File: src/sfxpc_pkg.sv
// shared constants and pin bundles for the execute mode and power-up controller
`default_nettype none
package sfxpc_pkg;
   // ==========================================================
   // register map (byte addresses)
   localparam logic [11:0] CFG_OFS       = 12'h000;
   localparam logic [11:0] OPER_OFS      = 12'h004;
   localparam logic [11:0] STATE_OFS     = 12'h008;
   localparam logic [31:0] CFG_RST       = 32'h0000_ffff;
   // persistent configuration fields
   localparam int          CFG_XIP_LSB   = 9;      // [11:9] execute mode select
   localparam logic [2:0]  CFG_XIP_OFF   = 3'h7;   // erased value, mode disabled
   localparam int          CFG_QUAD_BIT  = 7;      // 0 selects four-line protocol
   localparam int          CFG_DUAL_BIT  = 6;      // 0 selects two-line protocol
   localparam int          CFG_RPIN_BIT  = 16;     // 1 = reset pin fitted on this part
   localparam int          CFG_REC_LSB   = 17;     // [18:17] interrupted erase kind
   localparam logic [1:0]  REC_NONE      = 2'h0;
   localparam logic [1:0]  REC_4K        = 2'h1;
   localparam logic [1:0]  REC_32K       = 2'h2;
   // state register fields
   localparam int          ST_READY      = 0;
   localparam int          ST_XIP        = 1;
   localparam int          ST_WEL        = 2;
   localparam int          ST_WIP        = 3;
   localparam int          ST_LOCK       = 4;
   localparam int          ST_LOCKDN     = 5;
   // ==========================================================
   // command codes
   localparam logic [7:0]  CMD_RDSR      = 8'h05;
   localparam logic [7:0]  CMD_RDFSR     = 8'h70;
   localparam logic [7:0]  CMD_WREN      = 8'h06;
   localparam logic [7:0]  CMD_WRDI      = 8'h04;
   localparam logic [7:0]  CMD_RSTEN     = 8'h66;
   localparam logic [7:0]  CMD_RSTMEM    = 8'h99;
   localparam logic [7:0]  CMD_FREAD     = 8'h0b;
   localparam logic [5:0]  ADDR_BITS     = 6'h18;
   // ==========================================================
   // timing
   localparam int          CLK_NS        = 40;
   localparam int          READY_WAIT_NS = 300000;
   localparam int          REC4K_NS      = 4500000;
   localparam int          REC32K_NS     = 36000000;
   localparam int          READY_WAIT_CYC = READY_WAIT_NS / CLK_NS;
   localparam int          REC4K_CYC      = REC4K_NS / CLK_NS;
   localparam int          REC32K_CYC     = REC32K_NS / CLK_NS;
   // ==========================================================
   // pin and apb bundles
   typedef struct packed {
      logic       select_n;
      logic       sclk;
      logic       reset_n;
      logic [3:0] io;
   } sfxpc_pins_in_t;
   typedef struct packed {
      logic [3:0] io;
      logic [3:0] io_oe_n;
   } sfxpc_pins_out_t;
   typedef struct packed {
      logic [31:0] paddr;
      logic        psel;
      logic        penable;
      logic        pwrite;
      logic [31:0] pwdata;
   } sfxpc_apb_req_t;
   typedef struct packed {
      logic [31:0] prdata;
      logic        pready;
      logic        pslverr;
   } sfxpc_apb_rsp_t;
endpackage
`default_nettype wire

File: src/sfxpc_ctrl.sv
// execute mode, escape and power-up readiness logic of a stacked serial flash
// Summary of operation
// - execute mode selected in persistent config is entered right after power-up
// - confirmation bit is io_line0 in first dummy cycle after address
// - confirmation 0 keeps execute mode, 1 returns to command operation
// - two-line execute mode ignores io_line1 in first dummy cycle
// - four-line execute mode ignores io_line3..1 in first dummy cycle
// - reset pin low pulse ends execute mode, restores persistent state
// - four-line protocol: reset pulse acts only while deselected
// - escape ends execute mode, keeps device state and running operation
// - power-on reset holds logic, no instruction answered
// - during initialisation only status and flag status reads accepted
// - after power-up: standby, write latch, busy and lock bits zero
// - flag bit 7 reads 0 while busy, 1 when done
// - readiness polling uses single line in, io_line1 out
// - once ready, protocol from persistent config applies
// - during ready wait: pause enabled, reset pin off, default drive
// - ready time stretches after interrupted subsector erase
// - in execute mode each access is address only
//
// Design decisions made here: the APB slave port and the register addresses.
`timescale 1ns/10ps
`default_nettype none
module sfxpc_ctrl #(
   parameter int READY_WAIT_CYCLES = sfxpc_pkg::READY_WAIT_CYC,
   parameter int REC4K_CYCLES      = sfxpc_pkg::REC4K_CYC,
   parameter int REC32K_CYCLES     = sfxpc_pkg::REC32K_CYC
) (
   // clock and reset
   input  wire logic                       clk_sys_in,
   input  wire logic                       rst_n_in,
   // power-on reset indication from the supply monitor, low while held
   input  wire logic                       por_n_in,
   // flash pins
   input  wire sfxpc_pkg::sfxpc_pins_in_t  pins_in,
   output var  sfxpc_pkg::sfxpc_pins_out_t pins_out,
   // pause pin function enable and drive strength default indication
   output logic                            pause_en_out,
   output logic                            drive_default_out,
   // apb slave
   input  wire sfxpc_pkg::sfxpc_apb_req_t  apb_in,
   output var  sfxpc_pkg::sfxpc_apb_rsp_t  apb_out
);
   // ==========================================================
   // declarations
   typedef enum logic [2:0] {SP_CMD, SP_ADDR, SP_DUMMY, SP_OUT, SP_IGNORE} sfxpc_spi_t;
   sfxpc_spi_t   spi_state;
   logic [31:0]  cfg;
   logic         op_busy;
   logic [1:0]   por_sync;
   logic [2:0]   sclk_sync;
   logic [2:0]   sel_sync;
   logic [1:0]   rpin_sync;
   logic [3:0]   io_s1;
   logic [3:0]   io_s2;
   logic         logic_rst;
   logic         sclk_rise;
   logic         sclk_fall;
   logic         sel_low;
   logic         sel_rise;
   logic [23:0]  init_cnt;
   logic         ready;
   logic         xip_active;
   logic         wel;
   logic         rst_armed;
   logic         from_cmd;
   logic [7:0]   cmd_sh;
   logic [5:0]   bit_cnt;
   logic [7:0]   out_sh;
   logic         out_bit;
   logic         xip_en;
   logic [2:0]   lanes;
   logic [5:0]   next_bit_cnt;
   logic [7:0]   next_cmd;
   logic [7:0]   status_byte;
   logic [7:0]   flag_byte;
   logic         rpin_low_q;
   logic         rpin_hit;
   logic         soft_rst;
   logic [23:0]  wait_len;
   logic         apb_hit;

   // ==========================================================
   // synchronisers for pins from outside the clock domain
   always_ff @(posedge clk_sys_in)
   begin
      por_sync  <= {por_sync[0], por_n_in};
      sclk_sync <= {sclk_sync[1:0], pins_in.sclk};
      sel_sync  <= {sel_sync[1:0], pins_in.select_n};
      rpin_sync <= {rpin_sync[0], pins_in.reset_n};
      io_s1     <= pins_in.io;
      io_s2     <= io_s1;
   end

   // edges are taken from the second and third stages only
   assign sclk_rise = sclk_sync[1] & ~sclk_sync[2];
   assign sclk_fall = ~sclk_sync[1] & sclk_sync[2];
   assign sel_low   = ~sel_sync[1];
   assign sel_rise  = sel_sync[1] & ~sel_sync[2];
   // power-on reset indication holds all device logic
   assign logic_rst = ~rst_n_in | ~por_sync[1];

   // ==========================================================
   // protocol and mode decoding
   assign xip_en = cfg[sfxpc_pkg::CFG_XIP_LSB +: 3] != sfxpc_pkg::CFG_XIP_OFF;

   // single line until ready, then the configured width
   always_comb
   begin
      if (!ready)
         lanes = 3'h1;
      else if (!cfg[sfxpc_pkg::CFG_QUAD_BIT])
         lanes = 3'h4;
      else if (!cfg[sfxpc_pkg::CFG_DUAL_BIT])
         lanes = 3'h2;
      else
         lanes = 3'h1;
   end

   // shifts the sampled data lines into the command byte
   always_comb
   begin
      unique case (lanes)
         3'h4:    next_cmd = {cmd_sh[3:0], io_s2};
         3'h2:    next_cmd = {cmd_sh[5:0], io_s2[1:0]};
         default: next_cmd = {cmd_sh[6:0], io_s2[0]};
      endcase
      next_bit_cnt = bit_cnt + {3'h0, lanes};
   end

   // stretched ready time after an interrupted subsector erase
   always_comb
   begin
      unique case (cfg[sfxpc_pkg::CFG_REC_LSB +: 2])
         sfxpc_pkg::REC_4K:  wait_len = 24'(REC4K_CYCLES);
         sfxpc_pkg::REC_32K: wait_len = 24'(REC32K_CYCLES);
         default:            wait_len = 24'(READY_WAIT_CYCLES);
      endcase
   end

   // ==========================================================
   // readiness after power-up
   always_ff @(posedge clk_sys_in)
   begin
      if (logic_rst)
      begin
         init_cnt <= 24'h000000;
         ready    <= 1'b0;
      end
      else if (!ready)
      begin
         init_cnt <= init_cnt + 24'h000001;
         ready    <= (init_cnt + 24'h000001) >= wait_len;
      end
   end

   // pause function on and default drive during the ready wait
   assign pause_en_out      = 1'b1;
   assign drive_default_out = 1'b1;

   // ==========================================================
   // hardware reset pin, honoured only after ready and if fitted
   always_ff @(posedge clk_sys_in)
   begin
      if (logic_rst)
         rpin_low_q <= 1'b0;
      else
         rpin_low_q <= ~rpin_sync[1];
   end

   // falling pin edge; in four-line protocol only while deselected
   assign rpin_hit = ~rpin_sync[1] & ~rpin_low_q & ready
                     & cfg[sfxpc_pkg::CFG_RPIN_BIT]
                     & (cfg[sfxpc_pkg::CFG_QUAD_BIT] | ~sel_low);

   // ==========================================================
   // status bytes; busy and initialising both read as in progress
   assign status_byte = {6'h00, wel, op_busy | ~ready};
   assign flag_byte   = {~(op_busy | ~ready), 7'h00};

   // ==========================================================
   // serial engine
   always_ff @(posedge clk_sys_in)
   begin
      soft_rst <= 1'b0;
      if (logic_rst)
      begin
         spi_state <= SP_CMD;
         bit_cnt   <= 6'h00;
         cmd_sh    <= 8'h00;
         out_sh    <= 8'h00;
         out_bit   <= 1'b0;
         from_cmd  <= 1'b0;
         soft_rst  <= 1'b0;
      end
      else if (!sel_low)
      begin
         // each select-low starts at address when execute mode is on
         spi_state <= xip_active ? SP_ADDR : SP_CMD;
         bit_cnt   <= 6'h00;
         from_cmd  <= 1'b0;
         if (sel_rise && rst_armed && cmd_sh == sfxpc_pkg::CMD_RSTMEM)
            soft_rst <= 1'b1;
      end
      else
      begin
         unique case (spi_state)
            SP_CMD:
               if (sclk_rise)
               begin
                  cmd_sh  <= next_cmd;
                  bit_cnt <= next_bit_cnt;
                  if (next_bit_cnt >= 6'h08)
                  begin
                     bit_cnt <= 6'h00;
                     // only the two status reads pass during initialisation
                     if (next_cmd == sfxpc_pkg::CMD_RDSR)
                     begin
                        spi_state <= SP_OUT;
                        out_sh    <= status_byte;
                     end
                     else if (next_cmd == sfxpc_pkg::CMD_RDFSR)
                     begin
                        spi_state <= SP_OUT;
                        out_sh    <= flag_byte;
                     end
                     else if (ready && next_cmd == sfxpc_pkg::CMD_FREAD)
                     begin
                        spi_state <= SP_ADDR;
                        from_cmd  <= 1'b1;
                     end
                     else
                        spi_state <= SP_IGNORE;
                  end
               end
            SP_ADDR:
               if (sclk_rise)
               begin
                  bit_cnt <= next_bit_cnt;
                  if (next_bit_cnt >= sfxpc_pkg::ADDR_BITS)
                     spi_state <= SP_DUMMY;
               end
            SP_DUMMY:
               if (sclk_rise)
                  spi_state <= SP_IGNORE;
            SP_OUT:
               if (sclk_fall)
               begin
                  // status bytes repeat while select stays low
                  out_bit <= out_sh[7];
                  out_sh  <= {out_sh[6:0], out_sh[7]};
               end
            SP_IGNORE:
               spi_state <= SP_IGNORE;
         endcase
      end
   end

   // ==========================================================
   // execute mode state; only io_line0 is looked at in the dummy cycle
   always_ff @(posedge clk_sys_in)
   begin
      if (logic_rst)
         xip_active <= xip_en;
      else if (rpin_hit || soft_rst)
         xip_active <= xip_en;
      else if (sel_low && spi_state == SP_DUMMY && sclk_rise)
      begin
         // io_line3..1 are never read here
         if (xip_active || (from_cmd && xip_en))
            xip_active <= ~io_s2[0];
      end
   end

   // ==========================================================
   // write latch and reset arming; cleared at power-up
   always_ff @(posedge clk_sys_in)
   begin
      if (logic_rst || soft_rst || rpin_hit)
      begin
         wel       <= 1'b0;
         rst_armed <= 1'b0;
      end
      else if (sel_rise && spi_state == SP_IGNORE && ready)
      begin
         if (cmd_sh == sfxpc_pkg::CMD_WREN)
            wel <= 1'b1;
         else if (cmd_sh == sfxpc_pkg::CMD_WRDI)
            wel <= 1'b0;
         rst_armed <= cmd_sh == sfxpc_pkg::CMD_RSTEN;
      end
   end

   // ==========================================================
   // pin drive: only io_line1 carries data, enable low while driving
   always_comb
   begin
      pins_out         = '0;
      pins_out.io_oe_n = 4'hf;
      pins_out.io[1]   = out_bit;
      if (sel_low && spi_state == SP_OUT)
         pins_out.io_oe_n[1] = 1'b0;
   end

   // ==========================================================
   // apb slave: zero wait, error on unmapped address
   assign apb_hit = apb_in.paddr[31:0] == {20'h00000, sfxpc_pkg::CFG_OFS}
                    || apb_in.paddr[31:0] == {20'h00000, sfxpc_pkg::OPER_OFS}
                    || apb_in.paddr[31:0] == {20'h00000, sfxpc_pkg::STATE_OFS};

   always_ff @(posedge clk_sys_in)
   begin
      if (!rst_n_in)
      begin
         cfg     <= sfxpc_pkg::CFG_RST;
         op_busy <= 1'b0;
      end
      else
      begin
         // the escape bursts never touch the running operation
         if (logic_rst)
            op_busy <= 1'b0;
         if (apb_in.psel && apb_in.penable && apb_in.pwrite)
         begin
            // unmapped addresses alias on the low bits, so the full match gates it
            if (apb_hit && apb_in.paddr[11:0] == sfxpc_pkg::CFG_OFS)
               cfg <= apb_in.pwdata;
            if (apb_in.paddr[11:0] == sfxpc_pkg::OPER_OFS && apb_hit && !logic_rst)
               op_busy <= apb_in.pwdata[0];
         end
      end
   end

   // read data mux
   always_comb
   begin
      apb_out.pready  = 1'b1;
      apb_out.pslverr = apb_in.psel & apb_in.penable & ~apb_hit;
      apb_out.prdata  = 32'h0000_0000;
      if (apb_in.paddr == {20'h00000, sfxpc_pkg::CFG_OFS})
         apb_out.prdata = cfg;
      else if (apb_in.paddr == {20'h00000, sfxpc_pkg::OPER_OFS})
         apb_out.prdata = {31'h0, op_busy};
      else if (apb_in.paddr == {20'h00000, sfxpc_pkg::STATE_OFS})
      begin
         apb_out.prdata[sfxpc_pkg::ST_READY]  = ready;
         apb_out.prdata[sfxpc_pkg::ST_XIP]    = xip_active;
         apb_out.prdata[sfxpc_pkg::ST_WEL]    = wel;
         apb_out.prdata[sfxpc_pkg::ST_WIP]    = op_busy | ~ready;
         apb_out.prdata[sfxpc_pkg::ST_LOCK]   = 1'b0;
         apb_out.prdata[sfxpc_pkg::ST_LOCKDN] = 1'b0;
      end
   end
endmodule // sfxpc_ctrl
`default_nettype wire

File: config.mk
export PLATFORM = sky130hd
export DESIGN_NAME = sfxpc_ctrl
export DESIGN_NICKNAME = d
export VERILOG_FILES = /design/src/sfxpc_pkg.sv /design/src/sfxpc_ctrl.sv
export SDC_FILE = /design/constraint.sdc
export NUM_CORES = 1
export LEC_CHECK = 0
export BUFFER_PORTS_ARGS = -buffer_cell sky130_fd_sc_hd__buf_4
export CORE_UTILIZATION = 50
export CTS_BUF_LIST = sky130_fd_sc_hd__clkbuf_4 sky130_fd_sc_hd__clkbuf_8 sky130_fd_sc_hd__clkbuf_16
export CTS_CLUSTER_SIZE = 24
export DETAILED_ROUTE_END_ITERATION = 10
export GPL_TIMING_DRIVEN = 0
export PLACE_DENSITY = 0.77
export SKIP_CTS_REPAIR_TIMING = 1
export SYNTH_ARGS = -nofsm -noshare
export SYNTH_HDL_FRONTEND = slang
export SYNTH_SLANG_ARGS = --single-unit
File: constraint.sdc
create_clock -name clk_sys_in -period 3.15 [get_ports clk_sys_in]
set_clock_uncertainty 0.1 [all_clocks]
set_input_delay 0.63 -clock clk_sys_in [delete_from_list [all_inputs] [get_ports clk_sys_in]]
set_output_delay 0.63 -clock clk_sys_in [all_outputs]
set_load 0.05 [all_outputs]
# --- Word-level counts from Yosys, hierarchy flattened ---
# Index checks and enable logic that the tools add are counted.
word_totals:
  ff_bits: 108
  in_bits: 77
classes:
  n_addsub: 2
  magnitude_cmp: 3
  eq_ne: 29
  n_mux: 41
  bitwise: 26
  reduce_logical: 41
ops:
  columns: ["operator", "n"]
  rows:
  - ["8-bit two-way mux", 5]
  - ["20-bit one-hot mux with 2 select lines", 1]
  - ["3-bit two-way mux", 11]
  - ["32-bit by 3-bit == test with 1-bit output (second input constant)", 1]
  - ["32-bit by 4-bit == test with 1-bit output (second input constant)", 1]
  - ["32-bit logical NOT", 1]
  - ["32-bit two-way mux", 1]
  - ["8-bit one-hot mux with 2 select lines", 2]
  - ["24-bit by 1-bit adder with 24-bit output (second input constant)", 1]
  - ["8-bit by 3-bit == test with 1-bit output (second input constant)", 3]
  - ["24-bit greater-or-equal comparator", 1]
  - ["3-bit != test (second input constant)", 7]
  - ["6-bit two-way mux", 3]
  - ["6-bit AND reduction", 3]
  - ["8-bit by 7-bit == test with 1-bit output (second input constant)", 2]
  - ["1-bit logical AND", 14]
  - ["1-bit inverter", 14]
  - ["1-bit two-way mux", 13]
  - ["12-bit by 3-bit == test with 1-bit output (second input constant)", 1]
  - ["12-bit logical NOT", 1]
  - ["3-bit one-hot mux with 4 select lines", 1]
  - ["6-bit one-hot mux with 2 select lines", 1]
  - ["1-bit bitwise AND", 9]
  - ["3-bit by 2-bit == test with 1-bit output (second input constant)", 3]
  - ["22 further kinds", 42]

# --- Logic depth before layout (Yosys ltp) ---
# Gate-level depths: netlist of the first run.
depth:
  ltp_word: 14
  mapped_depth: 13
  mapped_depth_nobuf: 12

# --- Worst setup path after synthesis of the first run ---
# Ideal clock, no wire load.
synth_path:
  path_kind: "input port to output port"
  start: "input apb_in[44] (netlist bit)"
  end: "output apb_out[5] (netlist bit)"
  t_arrival_ns: 2.792
  required_time_ns: 2.420
  path_slack_ns: -0.372
  cell_stages: 6
  n_path_buf: 1
  cell_sequence: "nor4_1 nand4_1 nor3_1 nand2b_1 clkbuf_1 a211oi_1"
synth_lines:
  columns: ["element", "line", "source"]
  rows:
  - ["from (decl)", "sfxpc_ctrl.sv:41", "input wire sfxpc_pkg::sfxpc_apb_req_t apb_in,"]
  - ["to (decl)", "sfxpc_ctrl.sv:42", "output var sfxpc_pkg::sfxpc_apb_rsp_t apb_out"]

==> qor.yml, run 1 <==
outcome:
  outcome: "completed"
placed_design:
  port-buffer-count: 110
  preCtsSetupSlack_ns: -0.875
  placed_area_um2: 6790
  hpwl_um: 11000
  gp_congestion: 0.871
  dp_cells: 972
synth:
  synth.largest_area_cell: "dfxtp_1"
  yosysWarnings: 0
  yosysUniqueCellTypes: 66
  syn_area_per_cell_um2: 8.02
  synth_ff_type: "dfxtp_1"
  syn-instance-count: 715
  yosys-top-cells-area: "dfxtp_1, nand2_1, nor2_1"
  syn_area_um2: 5730
  ys_ff_latch: 108
  synth_top_area_share: 0.374
  synth_edf_count: 1
  async_flop_share: 0
  yosysSeqAreaShare: 0.379
timing:
  fin_crit_ns: 3.05
  relSlewSlack: 0.509
  setup_slack_ns: 0.104
  setup_viol: 0
  setup_tns_ns: 0
  finalHoldViolCount: 0
  fmax_mhz: 328
  worst_slew_pin_slew_ns: 0.736
  fin_crit_sh: 0.967
  final_max_slew_viol_count: 0
cts:
  clk_path_buf_depth: 2
  h-tree-depth: 3
  ctsRootBufferMaster: "clkbuf_16"
  cts_made_buffers: 9
  clock_sinks: 108
  clk_latency_ns: 0.35
  cts_tree: "yes"
  path_clk_slew_ns: 0.08
floorplan:
  io_pins: 121
  start_util: 0.522
  core_um2: 11000
  die_width_um: 109
  rows: 38
  dieArea_um2: 11900
  die_h_um: 109
global_routing:
  grt_max_degree: 19
  grt_usage: 0.252
  grt_pass1_vias: 5110
  grt_pass1_wl_um: 23500
  antenna_found_initial: 0
  grt_overflow: 0
finish:
  multi_input_area_um2: 3440
  final_net_count: 945
  fin_cells: 991
  final_area_um2: 7250
  layout_common_cells: "buf_4, dfxtp_1, nand2_1"
  seqCellArea_um2: 2170
  layout_commonest_cell: "buf_4"
  n_fill_cell: 909
  n_antenna_cell: 0
  drive_above_1_share: 0.244
  syn_to_final_growth_pct: 26.5
run:
  cap_viol_max_count: 0
route:
  drtIter0Drc: 275
  dr.pass1.iters: 5
  drt-wirelength-per-cell_um: 14.8
  final_antenna_net_count: 0
  vias: 5433
  wl_um: 14700
  drc: 0
  via_per_inst: 5.48
worst_setup_path:
  reg2regPathDepth: 12
  r2r_start: "cfg[6]$_SDFFE_PN1P_"
  path_class: "input pin to output pin"
  worst-path-max-fanout: 10
  crit_start: "apb_in[40]"
  cp.required_ns: 2.42
  cp.arrival_ns: 2.32
  cp-start-kind: "input pin"
  cp-end-kind: "output pin"
worst_hold_path:
  hold_path.startpoint: "por_sync[0]$_DFF_P_"
  min_path_cells: 0
  hold_class: "register to register"
power_and_ir_drop:
  powerDensity_nw_per_um2: 378
  p_leak_uw: 0.00301
  max-vdd-ir-drop_v: 0.000223
==> critical path, stage by stage <==
cell and delay [ns]:
buf_4 0.11, nor4_1 0.28, nand2_1 0.17, nor3_4 0.30, nand2b_4 0.14, nor2_4 0.16
buf_4 0.18, and2_2 0.16, buf_4 0.19
==> Yosys cell counts, types with 4 or more instances <==
cell	number
dfxtp_1	107
nand2_1	101
nor2_1	87
nand3_1	39
a21oi_1	37
and2_1	32
clkbuf_1	32
xnor2_1	26
ha_1	21
o21ai_0	21
nor3_1	17
xor2_1	17
inv_1	15
nor4_1	15
a21boi_0	12
buf_4	11
mux2i_1	7
nand2b_1	7
nand4_1	6
nor2b_1	6
or3_1	6
and3_1	5
a21boi_1	4
a21o_1	4
a22oi_1	4
o211ai_1	4
==> state kept, by name, summed over array words and instances (netlist names) <==
signal,flops
bit_cnt,6
cfg,32
cmd_sh,8
from_cmd,1
init_cnt,24
io_s1,4
io_s2,4
op_busy,1
out_bit,1
out_sh,8
por_sync,2
ready,1
rpin_low_q,1
rpin_sync,2
rst_armed,1
sclk_sync,3
sel_sync,3
soft_rst,1
spi_state,3
wel,1
xip_active,1
==> cell type report <==
type                    count  area share
repair buffers            115       0.120
well taps                 140      0.0242
multi-input cells         550       0.475
flip-flops and latches    108       0.300
plain buffers              45      0.0309
inverters                  17     0.00880
clock buffers              11      0.0364
clock inverters             5     0.00569
==> path summary, 6_finish.rpt <==
kind,end,slack [ns]
worst max register to register,out_sh[5]$_SDFFE_PN0P_,0.17
worst min-delay path,por_sync[1]$_DFF_P_,0.23
worst max-delay path,apb_out[21],0.10
worst min register to register,por_sync[1]$_DFF_P_,0.23
==> routing by layer <==
layer,up-vias,part of all wire,track usage
li1,2709,-,-
met3,18,0.051,0.0424
met2,175,0.51,0.446
met1,2531,0.43,0.304
met5,-,0,0
met4,0,0.015,0.0917
==> logic make-up (layout without fill, tap and decap cells) <==
group	count (synthesis)	count (layout)	synth area share
AOI/OAI and AO/OA	123	123	0.147
DFF	108	108	0.379
and+or+nand+nor	343	343	0.290
buffers and inverters	64	193	0.0495
adders and majority gates	22	22	0.0493
other	2	9	0.00131
xor gates and xnor gates	43	43	0.0657
muxes	10	10	0.0181
==> through the flow <==
step | hold slack, ns | util | total power (µW)
2_1_floorplan | 0.210 | - | 1520
3_3_place_gp | 0.212 | 0.618 | 1610
3_5_place_dp | 0.212 | 0.618 | 1620
4_1_cts | 0.230 | 0.646 | 2740
5_1_grt | 0.235 | 0.660 | 2830
6_report | 0.231 | 0.660 | 2740
==> power breakdown <==
part           total, µW  switching, µW  internal [µW]  leakage (µW)
Sequential          1390           10.3           1380      0.000881
Combinational        202            105           97.6       0.00198
Clock               1150            530            615      0.000149
Power figures use the tool's default switching activity.
==> run 2, diff against run 1 <==
--- a/config.mk
+++ b/config.mk
@@ -6,12 +6,13 @@
 export NUM_CORES = 1
 export LEC_CHECK = 0
 export BUFFER_PORTS_ARGS = -buffer_cell sky130_fd_sc_hd__buf_4
-export CORE_UTILIZATION = 50
+export CORE_MARGIN = 4
+export CORE_UTILIZATION = 55
 export CTS_BUF_LIST = sky130_fd_sc_hd__clkbuf_4 sky130_fd_sc_hd__clkbuf_8 sky130_fd_sc_hd__clkbuf_16
 export CTS_CLUSTER_SIZE = 24
 export DETAILED_ROUTE_END_ITERATION = 10
 export GPL_TIMING_DRIVEN = 0
-export PLACE_DENSITY = 0.77
+export PLACE_DENSITY = 0.8
 export SKIP_CTS_REPAIR_TIMING = 1
 export SYNTH_ARGS = -nofsm -noshare
 export SYNTH_HDL_FRONTEND = slang
==> constraint.sdc (replaced) <==
create_clock -name clk_sys_in -period 3.1 [get_ports clk_sys_in]
set_clock_uncertainty 0.1 [all_clocks]
set_input_delay 0.62 -clock clk_sys_in [delete_from_list [all_inputs] [get_ports clk_sys_in]]
set_output_delay 0.62 -clock clk_sys_in [all_outputs]
set_load 0.05 [all_outputs]
==> run 2 against run 1 <==
Effect of this change:
- the flow now finishes with violations (setup timing)
- total power fell by 12%
- worst setup slack got worse by 0.12 ns
- first-iteration DRC count rose by 37%
- via count rose by 1.7%
- register-to-register slack got worse by 0.04 ns
- flip-flop and latch count did not move
- non-clock buffer count rose by 5
- die area rose by 1.9%
- routed wire length rose by 6.2%
==> qor.yml, run 2 (same netlist as run 1, synthesis figures left out) <==
outcome:
  outcome: "finished with violations"
  failed_checks: "setup timing"
finish:
  layout_common_cells: "dfxtp_1, nand2_1, buf_4"
  n_antenna_cell: 0  # unchanged
  seqCellArea_um2: 2180  # +0.12%
  fin_cells: 991  # unchanged
  final_net_count: 950  # +0.53%
  syn_to_final_growth_pct: 29.2
  multi_input_area_um2: 3490  # +1.5%
  largest_register_ffs: 32  # unchanged
  layout_commonest_cell: "dfxtp_1"
  drive_above_1_share: 0.256  # +0.0117
  top_register: "cfg"
  n_fill_cell: 764  # -16%
  reg_top3: "cfg (32), init_cnt (24)"
placed_design:
  hpwl_um: 11400  # +4.0%
  dp_cells: 968  # -0.41%
  gp_congestion: 0.891  # +2.3%
  preCtsSetupSlack_ns: -0.866  # +0.00949 ns
  port-buffer-count: 110  # unchanged
power_and_ir_drop:
  p_switching_uw: 619  # -4.1%
  powerDensity_nw_per_um2: 327  # -13%
  p_comb_frac: 0.086  # +0.012
  intPower_uw: 1800  # -14%
  p_leak_uw: 0.00304  # +0.88%
  p_clk_frac: 0.329  # -0.089
  switching_share: 0.255  # +0.0201
  pwr-share-seq: 0.585  # +0.077
  max-vdd-ir-drop_v: 0.000250  # +12%
worst_setup_path:
  r2r_start: "cfg[6]$_SDFFE_PN1P_"
  crit_start: "apb_in[50]"
  cp-end-kind: "output pin"
  cp.required_ns: 2.38  # -0.04 ns
  cp.arrival_ns: 2.39  # +0.07 ns
  cp-start-kind: "input pin"
  path_class: "input pin to output pin"
  worst-path-max-fanout: 8  # -2
route:
  drtIter0Drc: 377  # +37%
  vias: 5523  # +1.7%
  via_per_inst: 5.57  # +1.7%
  dr.pass1.iters: 6  # +1
  drc: 0  # unchanged
  final_antenna_net_count: 0  # unchanged
  wl_um: 15600  # +6.2%
  drt-wirelength-per-cell_um: 15.7  # +6.2%
global_routing:
  grt_pass1_vias: 5282  # +3.4%
  grt_max_degree: 19  # unchanged
  grt_overflow: 0  # unchanged
  grt_pass1_wl_um: 24000  # +2.2%
  grt_usage: 0.248  # -0.00415
  antenna_found_initial: 0  # unchanged
timing:
  setup_viol: 5  # +5
  relSlewSlack: 0.521  # +0.0115
  rsz0062_at_grt: "yes"
  final_max_slew_viol_count: 0  # unchanged
  fin_crit_ns: 3.11
  finalHoldViolCount: 0  # unchanged
  worst_slew_pin_slew_ns: 0.719  # -0.0173 ns
  hold_slack_ns: 0.231  # +0.000449 ns
  fmax_mhz: 321
  fin_crit_sh: 1.00
  setup_slack_ns: -0.0149  # -0.119 ns
cts:
  h-tree-depth: 3  # unchanged
  clk_latency_ns: 0.38  # +0.03 ns
  clk_path_buf_depth: 2  # unchanged
  path_clk_slew_ns: 0.11  # +0.03 ns
  cts_tree: "yes"
  ctsRootBufferMaster: "clkbuf_8"
  clock_sinks: 108  # unchanged
  cts_made_buffers: 9  # unchanged
floorplan:
  start_util: 0.560  # +0.0384
  rows: 37  # -2.6%
  core_um2: 10200  # -6.8%
  io_pins: 121  # unchanged
  die_h_um: 110  # +0.93%
  dieArea_um2: 12100  # +1.9%
  die_width_um: 110  # +0.93%
run:
  cap_viol_max_count: 0  # unchanged
worst_hold_path:
  hold_path.startpoint: "pins_in[0]"
  hold_class: "input pin to register"
run 2: cell count changes in the layout (fill, tap and decap cells not counted), sizes merged:
cell,previous run,this run
buf,131,136
clkbuf,40,38
inv,19,20
run 2: worst max-delay path, stage by stage:
cell      delay, ns
buf_4          0.11
nor4_1         0.31
nand2_1        0.17
nor3_4         0.32
nand2b_4       0.13
nor2_4         0.27
buf_6          0.17
and2_4         0.15
buf_8          0.14
run 2: final cells by class:
type                       instances  share of cell area
inverter                          17             0.00861
sequential                       108               0.294
timing repair buffer             120               0.148
buffer                            45              0.0313
multi-input combinational        550               0.472
clock buffer                       9              0.0167
clock inverter                     6             0.00642
tap                              136              0.0230
run 2: metrics by stage:
step	instance area, µm²	TNS, ns	power (µW)	utilization
floorplan	5820	-0.599	1540	-
detailed placement	6810	-29.80	1640	0.666
CTS	6990	-23.97	2430	0.683
global route	7410	-2.28	2510	0.724
global placement	6810	-23.22	1640	0.666
finish	7410	-0.0456	2420	0.724
run 2: layer usage:
| layer | track usage | routed length, µm |
|---|---|---|
| met5 | 0 | 0 |
| met4 | 0.0721 | 328 |
| met3 | 0.0483 | 909 |
| met2 | 0.436 | 7950 |
| met1 | 0.306 | 6390 |
run 2: power by group through the flow:
stage	Clock (µW)	Sequential (µW)	Combinational, µW
floorplan	0	1440	101
global placement	0	1450	194
detailed placement	0	1450	197
CTS	814	1420	197
global route	870	1420	224
finish	798	1420	208
run 2: path summary, 6_finish.rpt:
kind	cells past startpoint	slack [ns]	endpoint
worst max register to register	12	0.13	spi_state[0]$_SDFFE_PN0P_
worst min register to register	0	0.24	rpin_sync[1]$_DFF_P_
worst min-delay path	1	0.23	io_s1[0]$_DFF_P_
worst max-delay path	9	-0.01	apb_out[12]
==> run 3, diff against run 2 <==
==> constraint.sdc (replaced) <==
create_clock -name clk_sys_in -period 3.1 [get_ports clk_sys_in]
set_clock_uncertainty 0.1 [all_clocks]
set_input_delay 0.155 -clock clk_sys_in [delete_from_list [all_inputs] [get_ports clk_sys_in]]
set_output_delay 0.155 -clock clk_sys_in [all_outputs]
set_load 0.05 [all_outputs]
==> run 3 against run 2 <==
Effect of this change:
- the flow now finishes without violations
- critical path depth up 1
- register-to-register slack gained 0.07 ns
- worst setup slack better by 0.19 ns
- global-route usage rose by 0.26 points
- hold slack worse by 0.23 ns
- design area increased by 0.81%
- clock power grew 16%
- fmax is 6.6% higher
- critical endpoint is now apb_out[11]
==> qor.yml, run 3 (same netlist as run 1, synthesis figures left out) <==
outcome:
  outcome: "completed"
placed_design:
  gp_congestion: 0.892  # about the same
  port-buffer-count: 110  # unchanged
  hpwl_um: 11400  # -0.16%
  dp_cells: 968  # unchanged
timing:
  worst_slew_pin_slew_ns: 0.704  # -0.0146 ns
  final_max_slew_viol_count: 0  # unchanged
  fin_crit_ns: 2.92  # -0.193 ns
  fmax_mhz: 342  # +6.6%
  hold_slack_ns: 0.00527  # -0.226 ns
  fin_crit_sh: 0.942  # -0.0623
  finalHoldViolCount: 0  # unchanged
  relSlewSlack: 0.531  # +0.00972
  setup_viol: 0  # -5
finish:
  layout_commonest_cell: "buf_4"
  multi_input_area_um2: 3380  # -3.2%
  top_register: "cfg"
  n_fill_cell: 749  # -2.0%
  fin_cells: 1024  # +3.3%
  fin_util: 0.730  # +0.00587
  reg_top3: "cfg (32), init_cnt (24)"
  drive_above_1_share: 0.205  # -0.0512
  layout_common_cells: "buf_4, dfxtp_1, nand2_1"
  syn_to_final_growth_pct: 30.2
  seqCellArea_um2: 2180  # about the same
  n_antenna_cell: 0  # unchanged
  largest_register_ffs: 32  # unchanged
  final_net_count: 982  # +3.4%
route:
  wl_um: 16000  # +2.9%
  final_antenna_net_count: 0  # unchanged
  drc: 0  # unchanged
  drtIter0Drc: 437  # +16%
  drt-wirelength-per-cell_um: 15.7  # -0.45%
  via_per_inst: 5.56  # -0.16%
  dr.pass1.iters: 5  # -1
  vias: 5698  # +3.2%
power_and_ir_drop:
  powerDensity_nw_per_um2: 347  # +6.0%
  p_leak_uw: 0.00307  # +1.0%
  max-vdd-ir-drop_v: 0.000240  # -4.0%
floorplan:
  start_util: 0.560  # unchanged
  dieArea_um2: 12100  # unchanged
  io_pins: 121  # unchanged
  rows: 37  # unchanged
  die_h_um: 110  # unchanged
  core_um2: 10200  # unchanged
  die_width_um: 110  # unchanged
cts:
  cts_tree: "yes"
  h-tree-depth: 3  # unchanged
  ctsRootBufferMaster: "clkbuf_8"
  cts_made_buffers: 9  # unchanged
  path_clk_slew_ns: 0.10  # about the same
  clk_latency_ns: 0.37  # about the same
  clock_sinks: 108  # unchanged
  clk_path_buf_depth: 2  # unchanged
worst_setup_path:
  cp.arrival_ns: 2.67  # +0.28 ns
  cp-end-kind: "output pin"
  path_class: "input pin to output pin"
  cp.required_ns: 2.84  # +0.46 ns
  cp-start-kind: "input pin"
  worst-path-max-fanout: 10  # +2
  r2r_setup_slack_ns: 0.20  # +0.07 ns
global_routing:
  grt_max_degree: 19  # unchanged
  grt_overflow: 0  # unchanged
  antenna_found_initial: 0  # unchanged
  grt_pass1_wl_um: 24000  # about the same
  grt_usage: 0.250  # +0.00261
  grt_pass1_vias: 5198  # -1.6%
worst_hold_path:
  hold_class: "input pin to register"
run:
  cap_viol_max_count: 0  # unchanged
-- run 3: final cells by class --
| cell class | count | share of cell area |
|---|---|---|
| clock inverter | 5 | 0.00905 |
| multi-input combinational | 550 | 0.453 |
| clock buffer | 11 | 0.0203 |
| timing repair buffer | 151 | 0.165 |
| buffer | 46 | 0.0293 |
| tap | 136 | 0.0228 |
| sequential | 108 | 0.292 |
| inverter | 17 | 0.00855 |
-- run 3: metrics by stage --
step / setup WS (ns) / cell area [µm²] / power [µW] / TNS, ns
5_1_grt: -0.00559 / 7470 / 2690 / -0.00927
2_1_floorplan: 0.150 / 5760 / 1540 / 0
3_3_place_gp: -0.187 / 6760 / 1640 / -0.883
3_5_place_dp: -0.255 / 6760 / 1640 / -2.25
4_1_cts: -0.285 / 6980 / 2550 / -2.82
6_report: 0.178 / 7470 / 2590 / 0
-- run 3: path summary, 6_finish.rpt --
kind                        from                     end  cells past startpoint
max                   apb_in[44]             apb_out[11]                     10
min                   apb_in[37]      op_busy$_SDFF_PN0_                      3
max reg2reg  cfg[6]$_SDFFE_PN1P_  out_sh[3]$_SDFFE_PN0P_                     12
min reg2reg     io_s1[0]$_DFF_P_        io_s2[0]$_DFF_P_                      0
-- run 3: worst max-delay path, stage by stage --
cell      delay (ns)
buf_4           0.12
nor4_1          0.48
nand4_1         0.20
nor3_2          0.37
nand2b_1        0.09
clkbuf_1        0.19
nor2_2          0.28
clkbuf_1        0.36
and2_1          0.21
buf_4           0.20
-- run 3: power by group --
part           switching (µW)  internal, µW  leakage [µW]
logic                     116           131       0.00208
registers                10.4          1410      0.000882
clock network             496           429      0.000112
-- run 3: layer usage --
metal,global-route usage,part of all wire
met1,0.309,0.41
met2,0.441,0.50
met3,0.0565,0.070
met4,0.0633,0.020
met5,0,0
